--- config.mk ---
export PLATFORM = sky130hd
export DESIGN_NAME = see_encoder_engine
export DESIGN_NICKNAME = d
export VERILOG_FILES = /design/src/see_pkg.sv /design/src/see_abn_decoder.sv /design/src/see_encoder_engine.sv
export SDC_FILE = /design/constraint.sdc
export NUM_CORES = 2
export LEC_CHECK = 0
export BUFFER_PORTS_ARGS = -buffer_cell sky130_fd_sc_hd__buf_2
export CAP_MARGIN = 20
export CORE_ASPECT_RATIO = 0.8
export CORE_UTILIZATION = 57
export DETAILED_ROUTE_END_ITERATION = 16
export PLACE_DENSITY = 0.81
export SKIP_CTS_REPAIR_TIMING = 1
export SLEW_MARGIN = 20
export SYNTH_ARGS = -nofsm -noshare
export SYNTH_HDL_FRONTEND = slang
export SYNTH_SLANG_ARGS = --single-unit
--- constraint.sdc ---
create_clock -name mclk -period 89.2 [get_ports mclk]
set_clock_uncertainty 0.15 [all_clocks]
set_input_delay 4.46 -clock mclk [delete_from_list [all_inputs] [get_ports mclk]]
set_output_delay 4.46 -clock mclk [all_outputs]
set_load 0.01 [all_outputs]
--- src/see_pkg.sv ---
package see_pkg;

   // phi_e source selection codes
   localparam logic [2:0] SEL_OPENLOOP = 3'h0;
   localparam logic [2:0] SEL_ABN      = 3'h1;
   localparam logic [2:0] SEL_HALL     = 3'h2;
   localparam logic [2:0] SEL_EXT      = 3'h3;
   // velocity / position source selection codes
   localparam logic [2:0] VSEL_PHI_E   = 3'h0;
   localparam logic [2:0] VSEL_PHI_M   = 3'h1;
   localparam logic [2:0] VSEL_ABN2    = 3'h2;
   localparam logic [2:0] VSEL_HALL    = 3'h3;

   // timing of the open-loop generator
   localparam int  CLK_MHZ        = 250;
   localparam int  OL_UPDATE_US   = 100;
   localparam int  OL_UPDATE_CYC  = CLK_MHZ * OL_UPDATE_US;
   localparam logic [15:0] OL_DIV_LAST = 16'(OL_UPDATE_CYC - 1);

   // hall interpolation threshold in rpm
   localparam logic [15:0] HALL_INTERP_MIN_RPM = 16'h003c;

   // reset values
   localparam logic [15:0] CPR_RESET  = 16'h1000;
   localparam logic [7:0]  PP_RESET   = 8'h04;

   // default hall angles per state 1..6 (60 degree steps)
   localparam logic [15:0] HALL_DEF_0 = 16'h0000;
   localparam logic [15:0] HALL_DEF_1 = 16'h2aaa;
   localparam logic [15:0] HALL_DEF_2 = 16'h5555;
   localparam logic [15:0] HALL_DEF_3 = 16'h8000;
   localparam logic [15:0] HALL_DEF_4 = 16'haaaa;
   localparam logic [15:0] HALL_DEF_5 = 16'hd555;

   typedef struct packed {
      logic a;
      logic b;
      logic n;
   } see_abn_t;

   typedef struct packed {
      logic       pol_a;
      logic       pol_b;
      logic       pol_n;
      logic       dir;
      logic       use_nab;
      logic       n_reload;
      logic       n_writeback;
      logic [15:0] cpr;
   } see_abn_cfg_t;

   typedef struct packed {
      logic        wr_count;
      logic [15:0] count;
      logic        wr_multi;
      logic [31:0] multi;
   } see_abn_wr_t;

   typedef struct packed {
      logic [15:0] count;
      logic [15:0] n_pos;
      logic        n_valid;
      logic [15:0] phi;
      logic [31:0] multi;
   } see_abn_st_t;

endpackage : see_pkg

--- src/see_abn_decoder.sv ---
`timescale 1ns/1ns
module see_abn_decoder (
   // clock and reset
   input  wire logic                  mclk,
   input  wire logic                  rstn,
   // encoder inputs and setup
   input  wire see_pkg::see_abn_t     pins,
   input  wire see_pkg::see_abn_cfg_t cfg,
   input  wire see_pkg::see_abn_wr_t  wr,
   // decoded state
   output see_pkg::see_abn_st_t       st
);

   logic [1:0]  ab_q, ab_d;
   logic        n_q, n_d;
   logic [15:0] cnt_q, cnt_d, npos_q, npos_d;
   logic        nval_q, nval_d;
   logic        prime_q;
   logic [31:0] multi_q, multi_d;
   logic        a, b, n, idx, up, dn;
   logic [15:0] last;

   // polarity, qualification and quadrature step decode
   always_comb begin
      a    = pins.a ^ cfg.pol_a;
      b    = pins.b ^ cfg.pol_b;
      n    = pins.n ^ cfg.pol_n;
      last = cfg.cpr - 16'h0001;
      idx  = cfg.use_nab ? (n & a & b) : n;
      // gray step: forward when new a equals old b inverted relation
      up   = (ab_q == 2'b00 && {a, b} == 2'b10) || (ab_q == 2'b10 && {a, b} == 2'b11) ||
             (ab_q == 2'b11 && {a, b} == 2'b01) || (ab_q == 2'b01 && {a, b} == 2'b00);
      dn   = (ab_q == 2'b00 && {a, b} == 2'b01) || (ab_q == 2'b01 && {a, b} == 2'b11) ||
             (ab_q == 2'b11 && {a, b} == 2'b10) || (ab_q == 2'b10 && {a, b} == 2'b00);
      if (cfg.dir) begin
         {up, dn} = {dn, up};
      end
      // first edge after reset only learns the pin levels, so no false step
      up   = up & prime_q;
      dn   = dn & prime_q;
   end

   // modulo counter, index handling and multi-turn extension
   always_comb begin
      ab_d    = {a, b};
      n_d     = idx;
      cnt_d   = cnt_q;
      npos_d  = npos_q;
      nval_d  = nval_q;
      multi_d = multi_q;
      if (up) begin
         cnt_d   = (cnt_q >= last) ? 16'h0000 : cnt_q + 16'h0001;
         multi_d = multi_q + 32'h0000_0001;
      end else if (dn) begin
         cnt_d   = (cnt_q == 16'h0000) ? last : cnt_q - 16'h0001;
         multi_d = multi_q - 32'h0000_0001;
      end
      if (idx && !n_q && prime_q) begin
         if ((cfg.n_reload || cfg.n_writeback) && nval_q) begin
            cnt_d = npos_q;
         end else begin
            npos_d = cnt_q;
            nval_d = 1'b1;
         end
      end
      if (wr.wr_count) begin
         cnt_d = wr.count;
      end
      if (wr.wr_multi) begin
         multi_d = wr.multi;
      end
   end

   always_ff @(posedge mclk or negedge rstn) begin
      if (!rstn) begin
         ab_q    <= 2'h0;
         n_q     <= 1'b0;
         cnt_q   <= 16'h0000;
         npos_q  <= 16'h0000;
         nval_q  <= 1'b0;
         multi_q <= 32'h0000_0000;
         prime_q <= 1'b0;
      end else begin
         ab_q    <= ab_d;
         n_q     <= n_d;
         cnt_q   <= cnt_d;
         npos_q  <= npos_d;
         nval_q  <= nval_d;
         multi_q <= multi_d;
         prime_q <= 1'b1;
      end
   end

   // scaled angle: count * 65536 / cpr
   always_comb begin
      st.count   = cnt_q;
      st.n_pos   = npos_q;
      st.n_valid = nval_q;
      st.multi   = multi_q;
      st.phi     = (cfg.cpr == 16'h0000) ? 16'h0000 :
                   16'(({cnt_q, 16'h0000}) / {16'h0000, cfg.cpr});
   end

endmodule : see_abn_decoder

--- src/see_encoder_engine.sv ---
`timescale 1ns/1ns
// Summary of operation
// - deliver 16-bit electrical and mechanical angles
// - multi-turn extension, software may overwrite
// - selection picks commutation angle source
// - selection picks velocity source; phi_m and abn2 sources not pole scaled
// - open loop ramps speed, applies d voltage
// - open loop direction bit reverses motion
// - abn counter modulo counts per revolution
// - software may load counter while counting
// - electrical and multi-turn positions writable
// - pole pairs and offsets set angles
// - index captures count or reloads it
// - index alone or and-ed with a,b
// - polarity per index, a, b input
// - captured index written back every index
// - abn direction bit inverts counting
// - secondary decoder never drives commutation
// - hall state maps to angle plus offset
// - hall angles default, software replaceable
// - hall gives 60 degree absolute steps
// - hall interpolation only above 60 rpm
// - external position is selectable commutation source
module see_encoder_engine (
   // clock and reset
   input  wire logic                  mclk,
   input  wire logic                  rstn,
   // encoder and hall pins
   input  wire see_pkg::see_abn_t     abn_pins,
   input  wire see_pkg::see_abn_t     abn2_pins,
   input  wire logic [2:0]            hall_pins,
   // abn setup and software writes
   input  wire see_pkg::see_abn_cfg_t abn_cfg,
   input  wire see_pkg::see_abn_cfg_t abn2_cfg,
   input  wire see_pkg::see_abn_wr_t  abn_wr,
   input  wire see_pkg::see_abn_wr_t  abn2_wr,
   // angle setup
   input  wire logic [7:0]            pole_pairs,
   input  wire logic [15:0]           phi_e_offset,
   input  wire logic [15:0]           phi_m_offset,
   input  wire logic [2:0]            phi_e_select,
   input  wire logic [2:0]            velocity_select,
   input  wire logic [15:0]           ext_position,
   // open loop
   input  wire logic [15:0]           ol_target_rpm,
   input  wire logic [15:0]           ol_accel_rpms,
   input  wire logic                  ol_dir,
   input  wire logic [15:0]           ol_ud_set,
   // hall setup and multi-turn write
   input  wire logic                  hall_wr,
   input  wire logic [2:0]            hall_wr_idx,
   input  wire logic [15:0]           hall_wr_angle,
   input  wire logic                  hall_interp_en,
   input  wire logic [15:0]           speed_rpm_abs,
   input  wire logic                  multi_wr,
   input  wire logic [31:0]           multi_wr_val,
   // angles, open-loop, hall and decoder status out
   output logic [15:0]                phi_e,
   output logic [15:0]                phi_m,
   output logic [15:0]                velocity_angle,
   output logic [31:0]                multi_turn,
   output logic [15:0]                openloop_direct_axis_voltage,
   output logic [15:0]                ol_phi,
   output logic [15:0]                ol_speed,
   output logic [15:0]                hall_phi,
   output logic                       hall_interp_active,
   output see_pkg::see_abn_st_t       abn_state,
   output see_pkg::see_abn_st_t       abn2_state
);

   see_pkg::see_abn_st_t abn_st, abn2_st;

   see_abn_decoder u_abn (
      .mclk (mclk),
      .rstn (rstn),
      .pins (abn_pins),
      .cfg  (abn_cfg),
      .wr   (abn_wr),
      .st   (abn_st)
   );

   // secondary feeds velocity and position only
   see_abn_decoder u_abn2 (
      .mclk (mclk),
      .rstn (rstn),
      .pins (abn2_pins),
      .cfg  (abn2_cfg),
      .wr   (abn2_wr),
      .st   (abn2_st)
   );

   // ---- open loop generator ----
   logic [15:0] div_q, div_d;
   logic        tick;
   logic [15:0] olv_q, olv_d;
   logic [31:0] olacc_q, olacc_d;
   logic [15:0] acc_frac_q, acc_frac_d;

   // update-rate divider, one pulse each update period
   // a free-running divider keeps every update tick exactly one clock wide
   always_comb begin
      tick  = (div_q == see_pkg::OL_DIV_LAST);
      div_d = tick ? 16'h0000 : div_q + 16'h0001;
   end

   // velocity ramp and angle integration; speed in rpm, 1/10000 s steps
   always_comb begin
      olv_d      = olv_q;
      acc_frac_d = acc_frac_q;
      olacc_d    = olacc_q;
      if (tick) begin
         acc_frac_d = acc_frac_q + ol_accel_rpms;
         if (acc_frac_d >= 16'h2710) begin
            acc_frac_d = acc_frac_d - 16'h2710;
            if (olv_q < ol_target_rpm) begin
               olv_d = olv_q + 16'h0001;
            end
         end
         if (olv_q > ol_target_rpm) begin
            olv_d = ol_target_rpm;
         end
         // rpm to electrical angle per update
         if (ol_dir) begin
            olacc_d = olacc_q - ({16'h0000, olv_q} * 32'h0000_0007);
         end else begin
            olacc_d = olacc_q + ({16'h0000, olv_q} * 32'h0000_0007);
         end
      end
   end

   // open-loop state registers
   always_ff @(posedge mclk or negedge rstn) begin
      if (!rstn) begin
         div_q      <= 16'h0000;
         olv_q      <= 16'h0000;
         olacc_q    <= 32'h0000_0000;
         acc_frac_q <= 16'h0000;
      end else begin
         div_q      <= div_d;
         olv_q      <= olv_d;
         olacc_q    <= olacc_d;
         acc_frac_q <= acc_frac_d;
      end
   end

   // ---- hall decoder ----
   logic [15:0] hall_tab_q [6];
   logic [15:0] hall_tab_d [6];
   logic [2:0]  hall_prev_q;
   logic [15:0] hall_raw;
   logic [2:0]  hall_idx;

   // map hall vector 1..6 to sector index
   function automatic logic [2:0] hall_sector(input logic [2:0] h);
      case (h)
         3'h5:    hall_sector = 3'h0;
         3'h4:    hall_sector = 3'h1;
         3'h6:    hall_sector = 3'h2;
         3'h2:    hall_sector = 3'h3;
         3'h3:    hall_sector = 3'h4;
         3'h1:    hall_sector = 3'h5;
         default: hall_sector = 3'h7;
      endcase
   endfunction : hall_sector

   always_comb begin
      for (int i = 0; i < 6; i++) begin
         hall_tab_d[i] = hall_tab_q[i];
      end
      if (hall_wr && hall_wr_idx < 3'h6) begin
         hall_tab_d[hall_wr_idx] = hall_wr_angle;
      end
   end

   // table returns to its defaults only on reset; writes persist until then
   always_ff @(posedge mclk or negedge rstn) begin
      if (!rstn) begin
         hall_tab_q[0] <= see_pkg::HALL_DEF_0;
         hall_tab_q[1] <= see_pkg::HALL_DEF_1;
         hall_tab_q[2] <= see_pkg::HALL_DEF_2;
         hall_tab_q[3] <= see_pkg::HALL_DEF_3;
         hall_tab_q[4] <= see_pkg::HALL_DEF_4;
         hall_tab_q[5] <= see_pkg::HALL_DEF_5;
         hall_prev_q   <= 3'h0;
      end else begin
         for (int i = 0; i < 6; i++) begin
            hall_tab_q[i] <= hall_tab_d[i];
         end
         hall_prev_q <= hall_pins;
      end
   end

   // 60 degree absolute steps; invalid vectors hold zero
   always_comb begin
      hall_idx = hall_sector(hall_pins);
      hall_raw = (hall_idx < 3'h6) ? hall_tab_q[hall_idx] : 16'h0000;
   end

   // interpolation within a sector from an elapsed-time estimate
   // limitation: the estimate trusts speed_rpm_abs to be already filtered
   logic [15:0] interp_q, interp_d;
   logic        interp_on;
   always_comb begin
      interp_on = hall_interp_en && (speed_rpm_abs > see_pkg::HALL_INTERP_MIN_RPM);
      interp_d  = interp_q;
      if (hall_pins != hall_prev_q || !interp_on) begin
         interp_d = 16'h0000;
      end else if (tick && interp_q < 16'h2a00) begin
         // bounded below one sector so angle never passes next edge
         interp_d = interp_q + 16'(speed_rpm_abs * 16'h0007);
         if (interp_d > 16'h2a00) begin
            interp_d = 16'h2a00;
         end
      end
   end

   // interpolation offset register
   always_ff @(posedge mclk or negedge rstn) begin
      if (!rstn) begin
         interp_q <= 16'h0000;
      end else begin
         interp_q <= interp_d;
      end
   end

   // ---- angle selection and outputs ----
   // the secondary decoder is deliberately absent from the commutation case
   logic [15:0] phi_e_d, phi_m_d, vel_d, hall_phi_d;
   logic [31:0] multi_d, multi_q;
   always_comb begin
      hall_phi_d = hall_raw + (interp_on ? interp_q : 16'h0000) + phi_e_offset;
      case (phi_e_select)
         see_pkg::SEL_OPENLOOP: phi_e_d = olacc_q[31:16];
         see_pkg::SEL_ABN:      phi_e_d = 16'(abn_st.phi * pole_pairs) + phi_e_offset;
         see_pkg::SEL_HALL:     phi_e_d = hall_phi_d;
         see_pkg::SEL_EXT:      phi_e_d = ext_position;
         default:               phi_e_d = 16'h0000;
      endcase
      phi_m_d = abn_st.phi + phi_m_offset;
      case (velocity_select)
         see_pkg::VSEL_PHI_E: vel_d = phi_e_d;
         see_pkg::VSEL_PHI_M: vel_d = phi_m_d;
         see_pkg::VSEL_ABN2:  vel_d = abn2_st.phi;
         see_pkg::VSEL_HALL:  vel_d = hall_phi_d;
         default:             vel_d = phi_e_d;
      endcase
      // multi-turn follows turn wrap, software overwrite
      // quadrant test tolerates phi_m jumps of up to a quarter turn per clock
      multi_d = multi_q;
      if (multi_wr) begin
         multi_d = multi_wr_val;
      end else if (phi_m_d[15:14] == 2'b00 && phi_m[15:14] == 2'b11) begin
         multi_d = multi_q + 32'h0001_0000;
      end else if (phi_m_d[15:14] == 2'b11 && phi_m[15:14] == 2'b00) begin
         multi_d = multi_q - 32'h0001_0000;
      end
      multi_d = {multi_d[31:16], phi_m_d};
   end

   always_ff @(posedge mclk or negedge rstn) begin
      if (!rstn) begin
         phi_e                        <= 16'h0000;
         phi_m                        <= 16'h0000;
         velocity_angle               <= 16'h0000;
         multi_q                      <= 32'h0000_0000;
         openloop_direct_axis_voltage <= 16'h0000;
         ol_phi                       <= 16'h0000;
         ol_speed                     <= 16'h0000;
         hall_phi                     <= 16'h0000;
         hall_interp_active           <= 1'b0;
         abn_state                    <= '0;
         abn2_state                   <= '0;
      end else begin
         phi_e                        <= phi_e_d;
         phi_m                        <= phi_m_d;
         velocity_angle               <= vel_d;
         multi_q                      <= multi_d;
         // d voltage only applied in open loop
         openloop_direct_axis_voltage <= (phi_e_select == see_pkg::SEL_OPENLOOP) ?
                                         ol_ud_set : 16'h0000;
         ol_phi                       <= olacc_q[31:16];
         ol_speed                     <= olv_q;
         hall_phi                     <= hall_phi_d;
         hall_interp_active           <= interp_on;
         abn_state                    <= abn_st;
         abn2_state                   <= abn2_st;
      end
   end

   // multi_q is itself the flop, so the output stays registered
   assign multi_turn = multi_q;

endmodule : see_encoder_engine

# After elaboration in Yosys (flattened, before gate mapping)
# Index checks and enable logic that the tools add are counted.
[word_totals] reg_bits=623 output_inout_bits=307 word_cells=249
[op_classes] add_sub_neg=23 multipliers=3 n_div=2 n_lt_le_gt_ge=13 n_eq_ne=28 n_mux=52 bitwise=18 n_reduce_logical=66
[ops] op="two-way mux 16 bit" count=30
[ops] op="two-way mux 32 bit" count=10
[ops] op="adder 16 bit" count=6
[ops] op="bitwise mux 96 bit" count=1
[ops] op="adder 16 x 1 -> 16 bit (second input constant)" count=4
[ops] op="adder 32 x 1 -> 32 bit (second input constant)" count=2
[ops] op="divider 32 x 16 -> 32 bit" count=2
[ops] op="logical NOT 16 bit" count=4
[ops] op="one-hot mux 16 bit (4 select lines)" count=1
[ops] op="subtractor 16 x 1 -> 16 bit (second input constant)" count=4
[ops] op="subtractor 32 x 1 -> 32 bit (second input constant)" count=2
[ops] op="binary-select mux 16 bit (select 3 bit)" count=1
[ops] op="demux 16 bit (select 3 bit)" count=1
[ops] op="one-hot mux 16 bit (3 select lines)" count=1
[ops] op="adder 32 x 17 -> 32 bit (second input constant)" count=1
[ops] op="adder 32 x 19 -> 32 bit" count=1
[ops] op=">= comparator 16 bit" count=2
[ops] op="subtractor 32 x 17 -> 32 bit (second input constant)" count=1
[ops] op="subtractor 32 x 19 -> 32 bit" count=1
[ops] op="logical AND 1 bit" count=28
[ops] op="== test 2 bit (second input constant)" count=10
[ops] op="multiplier 16 x 3 -> 19 bit (second input constant)" count=1
[ops] op="== test 3 x 2 -> 1 bit (second input constant)" count=6
[ops] op="one-hot mux 3 bit (6 select lines)" count=1
[ops] op="other kinds (30)" count=84

# Longest topological paths before layout
[depth] word_depth=13 depth_mapped=543 depth_no_buf=496

# Hierarchy
# Synthesis repeated with hierarchy kept, for this count alone.
[unflattened] hier_cells=11516 area_unflattened_um2=91136.2
[by_module_without_submodules] mod="see_abn_decoder (u_abn)" n_inst=1 cells_each=4431 area_each_um2=31032.3 seq_area_each_um2=1726.7
[by_module_without_submodules] mod="see_abn_decoder (u_abn2)" n_inst=1 cells_each=4437 area_each_um2=30952.2 seq_area_each_um2=1726.7
[by_module_without_submodules] mod="see_encoder_engine" n_inst=1 cells_each=2648 area_each_um2=29151.7 seq_area_each_um2=12203.0

# Worst setup path before layout
# No wires, ideal clock.
[synth_timing] path_kind="input-to-reg" start="input abn_cfg[0] (netlist name)" end="register multi_q[31], in the netlist multi_turn[31]" t_arrival_ns=98.811 t_required_ns=88.914 path_slack_ns=-9.897 stages=520 path_buffers=51 path_cell_list="clkinv_1 > clkbuf_1 > clkbuf_1 > ha_1 > and3_1 > nor2_1 > ha_1 > o21a_1 > o211a_1 > nor3_1 > a21oi_1 > inv_1 > ha_1 > a21oi_1 > and2_1 > nor4_1 > a31o_1 > ha_1 > (+484 left out) > a21o_1 > a21oi_1 > o21bai_1 > a21oi_1 > o21bai_1 > a21oi_1 > o21bai_1 > a21oi_1 > o21bai_1 > a21oi_1 > o21bai_1 > a21oi_1 > o21bai_1 > a21oi_1 > xnor2_1 > nor3_1 > a21oi_1 > o21ai_0"
[synth_lines] element="start, declared" line="see_encoder_engine.sv:33" source="input wire see_pkg::see_abn_cfg_t abn_cfg,"
[synth_lines] element="end signal, assigned" line="see_encoder_engine.sv:277" source="multi_q <= multi_d;"
[synth_lines] element="end, declared" line="see_encoder_engine.sv:229" source="logic [31:0] multi_d, multi_q;"

# Final worst setup path
[layout_timing] start="input abn_cfg[15] (netlist name)" end="register velocity_angle[15]"
[layout_via] elab_chain_cells=6 word_cells_on_any_way=8
[layout_rtl] element="divider 32 x 16 -> 32 bit / logical NOT 16 bit (equally long branches)" line="see_abn_decoder.sv:101, see_abn_decoder.sv:100"
[layout_rtl] element="two-way mux 16 bit *" line="see_abn_decoder.sv:100" source="st.phi = (cfg.cpr == 16'h0000) ? 16'h0000 :"
[layout_rtl] element="multiplier 16 x 8 -> 16 bit *" line="see_encoder_engine.sv:234" source="see_pkg::SEL_ABN: phi_e_d = 16'(abn_st.phi * pole_pairs) + phi_e_offset;"
[layout_rtl] element="adder 16 bit *" line="see_encoder_engine.sv:234"
[layout_rtl] element="one-hot mux 16 bit (4 select lines) *" line="see_encoder_engine.sv:232" source="case (phi_e_select)"
[layout_rtl] element="via phi_e_d[15]" line="see_encoder_engine.sv:228" source="logic [15:0] phi_e_d, phi_m_d, vel_d, hall_phi_d;"
[layout_rtl] element="one-hot mux 16 bit (3 select lines) *" line="see_encoder_engine.sv:240" source="case (velocity_select)"
[layout_rtl] element="via vel_d[15]" line="see_encoder_engine.sv:228"
[layout_rtl] element="end signal, assigned" line="see_encoder_engine.sv:276" source="velocity_angle <= vel_d;"
[layout_rtl] element="end, declared" line="see_encoder_engine.sv:60" source="output logic [15:0] velocity_angle,"
# Mark *: on every way through the listed nets, which the timed path passes. The rest lies on a longest branch.
# A chain may end at the register's enable or synchronous reset.

==> metrics.csv <==
stage;metric;value;unit
run_status;status;finished clean;
yosys;synthTopCellsByCount;ha_1, a21oi_1, nor2_1, nand2_1, o21ai_0;
critical_path;cp_common_cell;o21ai_2;
die;die_height;352;um
grt;grt_usage;40.5;%
routing;num_vias;94138;
routing;post_drt_via_cell_ratio;6.38;
yosys;ys_types;123;
critical_path;worst-r2r-setup-slack;5.08;ns
die;fp.coreArea;151000;um2
clock_network;cts-root-buf;clkbuf_16;
routing;wl_per_cell;22.8;um
place;gp_congestion;1.04;
timing;finalCritPeriodShare;98.7;%
min_path;min_path_type;flop to flop;
min_path;hold_start;olacc_q[31];
clock_network;numCtsBuffers;69;
yosys;synth.avg_cell_area;7.89;um2
timing;finalWorstSetupSlack;1.18;ns
routing;wl;336000;um
finish;register_area;15600;um2
timing;layout_min_cycle_time;88.02;ns
timing;slew_violations;0;
grt;grt_max_degree;170;
die;io_pins;645;
clock_network;cts_tree;yes;
clock_network;clk_pin_slew_worst_paths;0.06;ns
timing;rsz0062_at_grt;yes;
yosys;synthTopCellsByArea;dfrtp_1, ha_1, xnor2_1, a21oi_1, o21ai_0;
min_path;worstHoldEndpoint;ol_phi[15];
routing;drt-initial-drc-count;9397;
grt;grt_pass1_wl;496000;um
finish;fin_nets;14181;
yosys;yosysWarnings;0;
die;initial_core_util;57.8;%
yosys;ys_seq_area_share;18.0;%
grt;antenna_found_initial;88;
routing;drc;0;
timing;worst_slew_pin_slew;1.34;ns
yosys;synth_nets;12552;
yosys;yosys.area.top_type;dfrtp_1;
die;die_w;439;um
critical_path;cp-start-kind;primary input;
place;place_area;100000;um2
timing;fmax;11.4;MHz
critical_path;end_kind;flop;
critical_path;path_class;primary input to flop;
finish;finish.instance_area;108000;um2
clock_network;clk_latency;0.71;ns
job;drv_cap;0;
min_path;hold_depth;0;
timing;hold_viol_final;0;
yosys;ys_ff_latch;623;
critical_path;cp-startpoint;abn_cfg[15];
timing;setup_viol;0;
finish;utilization;71.5;%
finish;fillers;11564;
clock_network;clock-sinks;623;
yosys;synthArstFlopShare;100;%
yosys;synth_cells;11029;
place;port_buffers;628;
critical_path;worstPathRequired;89.62;ns
grt;gr-total-overflow;0;
place;dp_hpwl;254000;um
finish;drive_gt1_share;25.4;%
critical_path;rr_worst_depth;495;
clock_network;htree_num_levels;3;
yosys;synth_most_common_cell;ha_1;
yosys;synth_edf_count;0;
routing;drtPass1Iterations;6;
yosys;yosys.area.top_type_share;17.0;%
clock_network;clockBufferDepth;3;
yosys;synthesis.area;87000;um2
critical_path;worstPathMaxFanout;23;
die;row_count;127;
critical_path;reg2reg_from;u_abn.cnt_q[15];
critical_path;critical_path.slowest_cell;or4_4;
grt;first_global_vias;88838;
routing;antenna_left;0;
die;fp.dieArea;154000;um2
place;place_ws;-2.92;ns
critical_path;worstPathArrival;88.44;ns
timing;slew_headroom;9.70;%
yosys;ys.flop_type;dfrtp_1;
critical_path;cpLargestDelayFamily;compound AO/OA/AOI/OAI gates;
finish;multi_input_area;71400;um2
critical_path;cpPeakStageDelay;0.60;ns
critical_path;worstReg2RegEnd;velocity_angle[15];
critical_path;critPathBufInv;38;
timing;finalSetupTns;0;ns
finish;syn_to_final_growth;23.7;%
## through the flow
step	std cells	hold WS [ns]
finish	14765	0.232
CTS	14495	0.231
detailed placement	14374	0.222
global route	14754	0.243
floorplan	11029	0.204
global placement	14373	0.216
## worst max-delay path by stage
stage / cells after the start / to
3_5_place_dp: 497 / multi_turn[31]
2_1_floorplan: 520 / velocity_angle[15]
3_3_place_gp: 491 / velocity_angle[15]
5_1_grt: 502 / velocity_angle[15]
4_1_cts: 501 / multi_turn[31]
6_report: 497 / velocity_angle[15]
## state kept, by name, summed over array words and instances, names as in the netlist, 32 cells and up
name and cells:
abn2_state 81, abn_state 81, hall_tab_q 96, multi_turn 32, olacc_q 32, u_abn.multi_q 32, u_abn2.multi_q 32
## layer usage
metal / global-route usage (%) / part of all wire [%] / vias up
li1: - / - / 43452
met1: 51.2 / 39 / 44991
met2: 62.6 / 44 / 4476
met3: 8.27 / 9.2 / 1189
met4: 26.6 / 7.6 / 30
met5: 0.186 / 0.093 / -
## cell usage in the layout, fill, tap and decap left out, types with 107 or more instances in the layout
| cell type | netlist | layout |
|---|---|---|
| a21o_1 | 325 | 324 |
| a21oi_1 | 1012 | 896 |
| a21oi_2 | 1 | 107 |
| and2_1 | 196 | 153 |
| buf_2 | 33 | 626 |
| buf_4 | 23 | 1258 |
| dfrtp_1 | 590 | 590 |
| fa_1 | 141 | 138 |
| ha_1 | 1044 | 976 |
| inv_1 | 600 | 581 |
| mux2_2 | 306 | 292 |
| nand2_1 | 913 | 883 |
| nand2b_1 | 268 | 263 |
| nand3_1 | 254 | 239 |
| nand4_1 | 139 | 139 |
| nor2_1 | 926 | 883 |
| nor2b_1 | 118 | 110 |
| nor3_1 | 240 | 217 |
| o21a_1 | 146 | 142 |
| o21ai_0 | 749 | 615 |
| o21bai_1 | 195 | 188 |
| o31ai_1 | 172 | 143 |
| xnor2_1 | 582 | 581 |
| xor2_1 | 232 | 231 |
## cells by family (layout without fill, tap and decap cells)
| family | Yosys count | count (layout) | synth area share [%] |
|---|---|---|---|
| and+or+nand+nor | 3549 | 3551 | 20.1 |
| AOI/OAI and AO/OA | 3414 | 3415 | 25.1 |
| adders and majority gates | 1185 | 1185 | 18.3 |
| buffers and inverters | 997 | 2673 | 4.46 |
| xor gates and xnor gates | 815 | 815 | 8.22 |
| DFF | 623 | 623 | 18.0 |
| muxes | 445 | 445 | 5.93 |
| other | 1 | 59 | 0.00431 |
## area by class of cell
cell class / instances / share of cell area [%]
Antenna cell: 58 / 0.135
Clock buffer: 86 / 1.75
Tap cell: 1999 / 2.32
Multi-Input combinational cell: 9412 / 66.3
Inverter: 608 / 2.12
Sequential cell: 623 / 14.5
Timing Repair Buffer: 1944 / 12.4
Clock inverter: 35 / 0.464
Power is left out: the tool's default activity adds up to more than one toggle a clock period on the data nets, which glitch-free logic cannot reach.
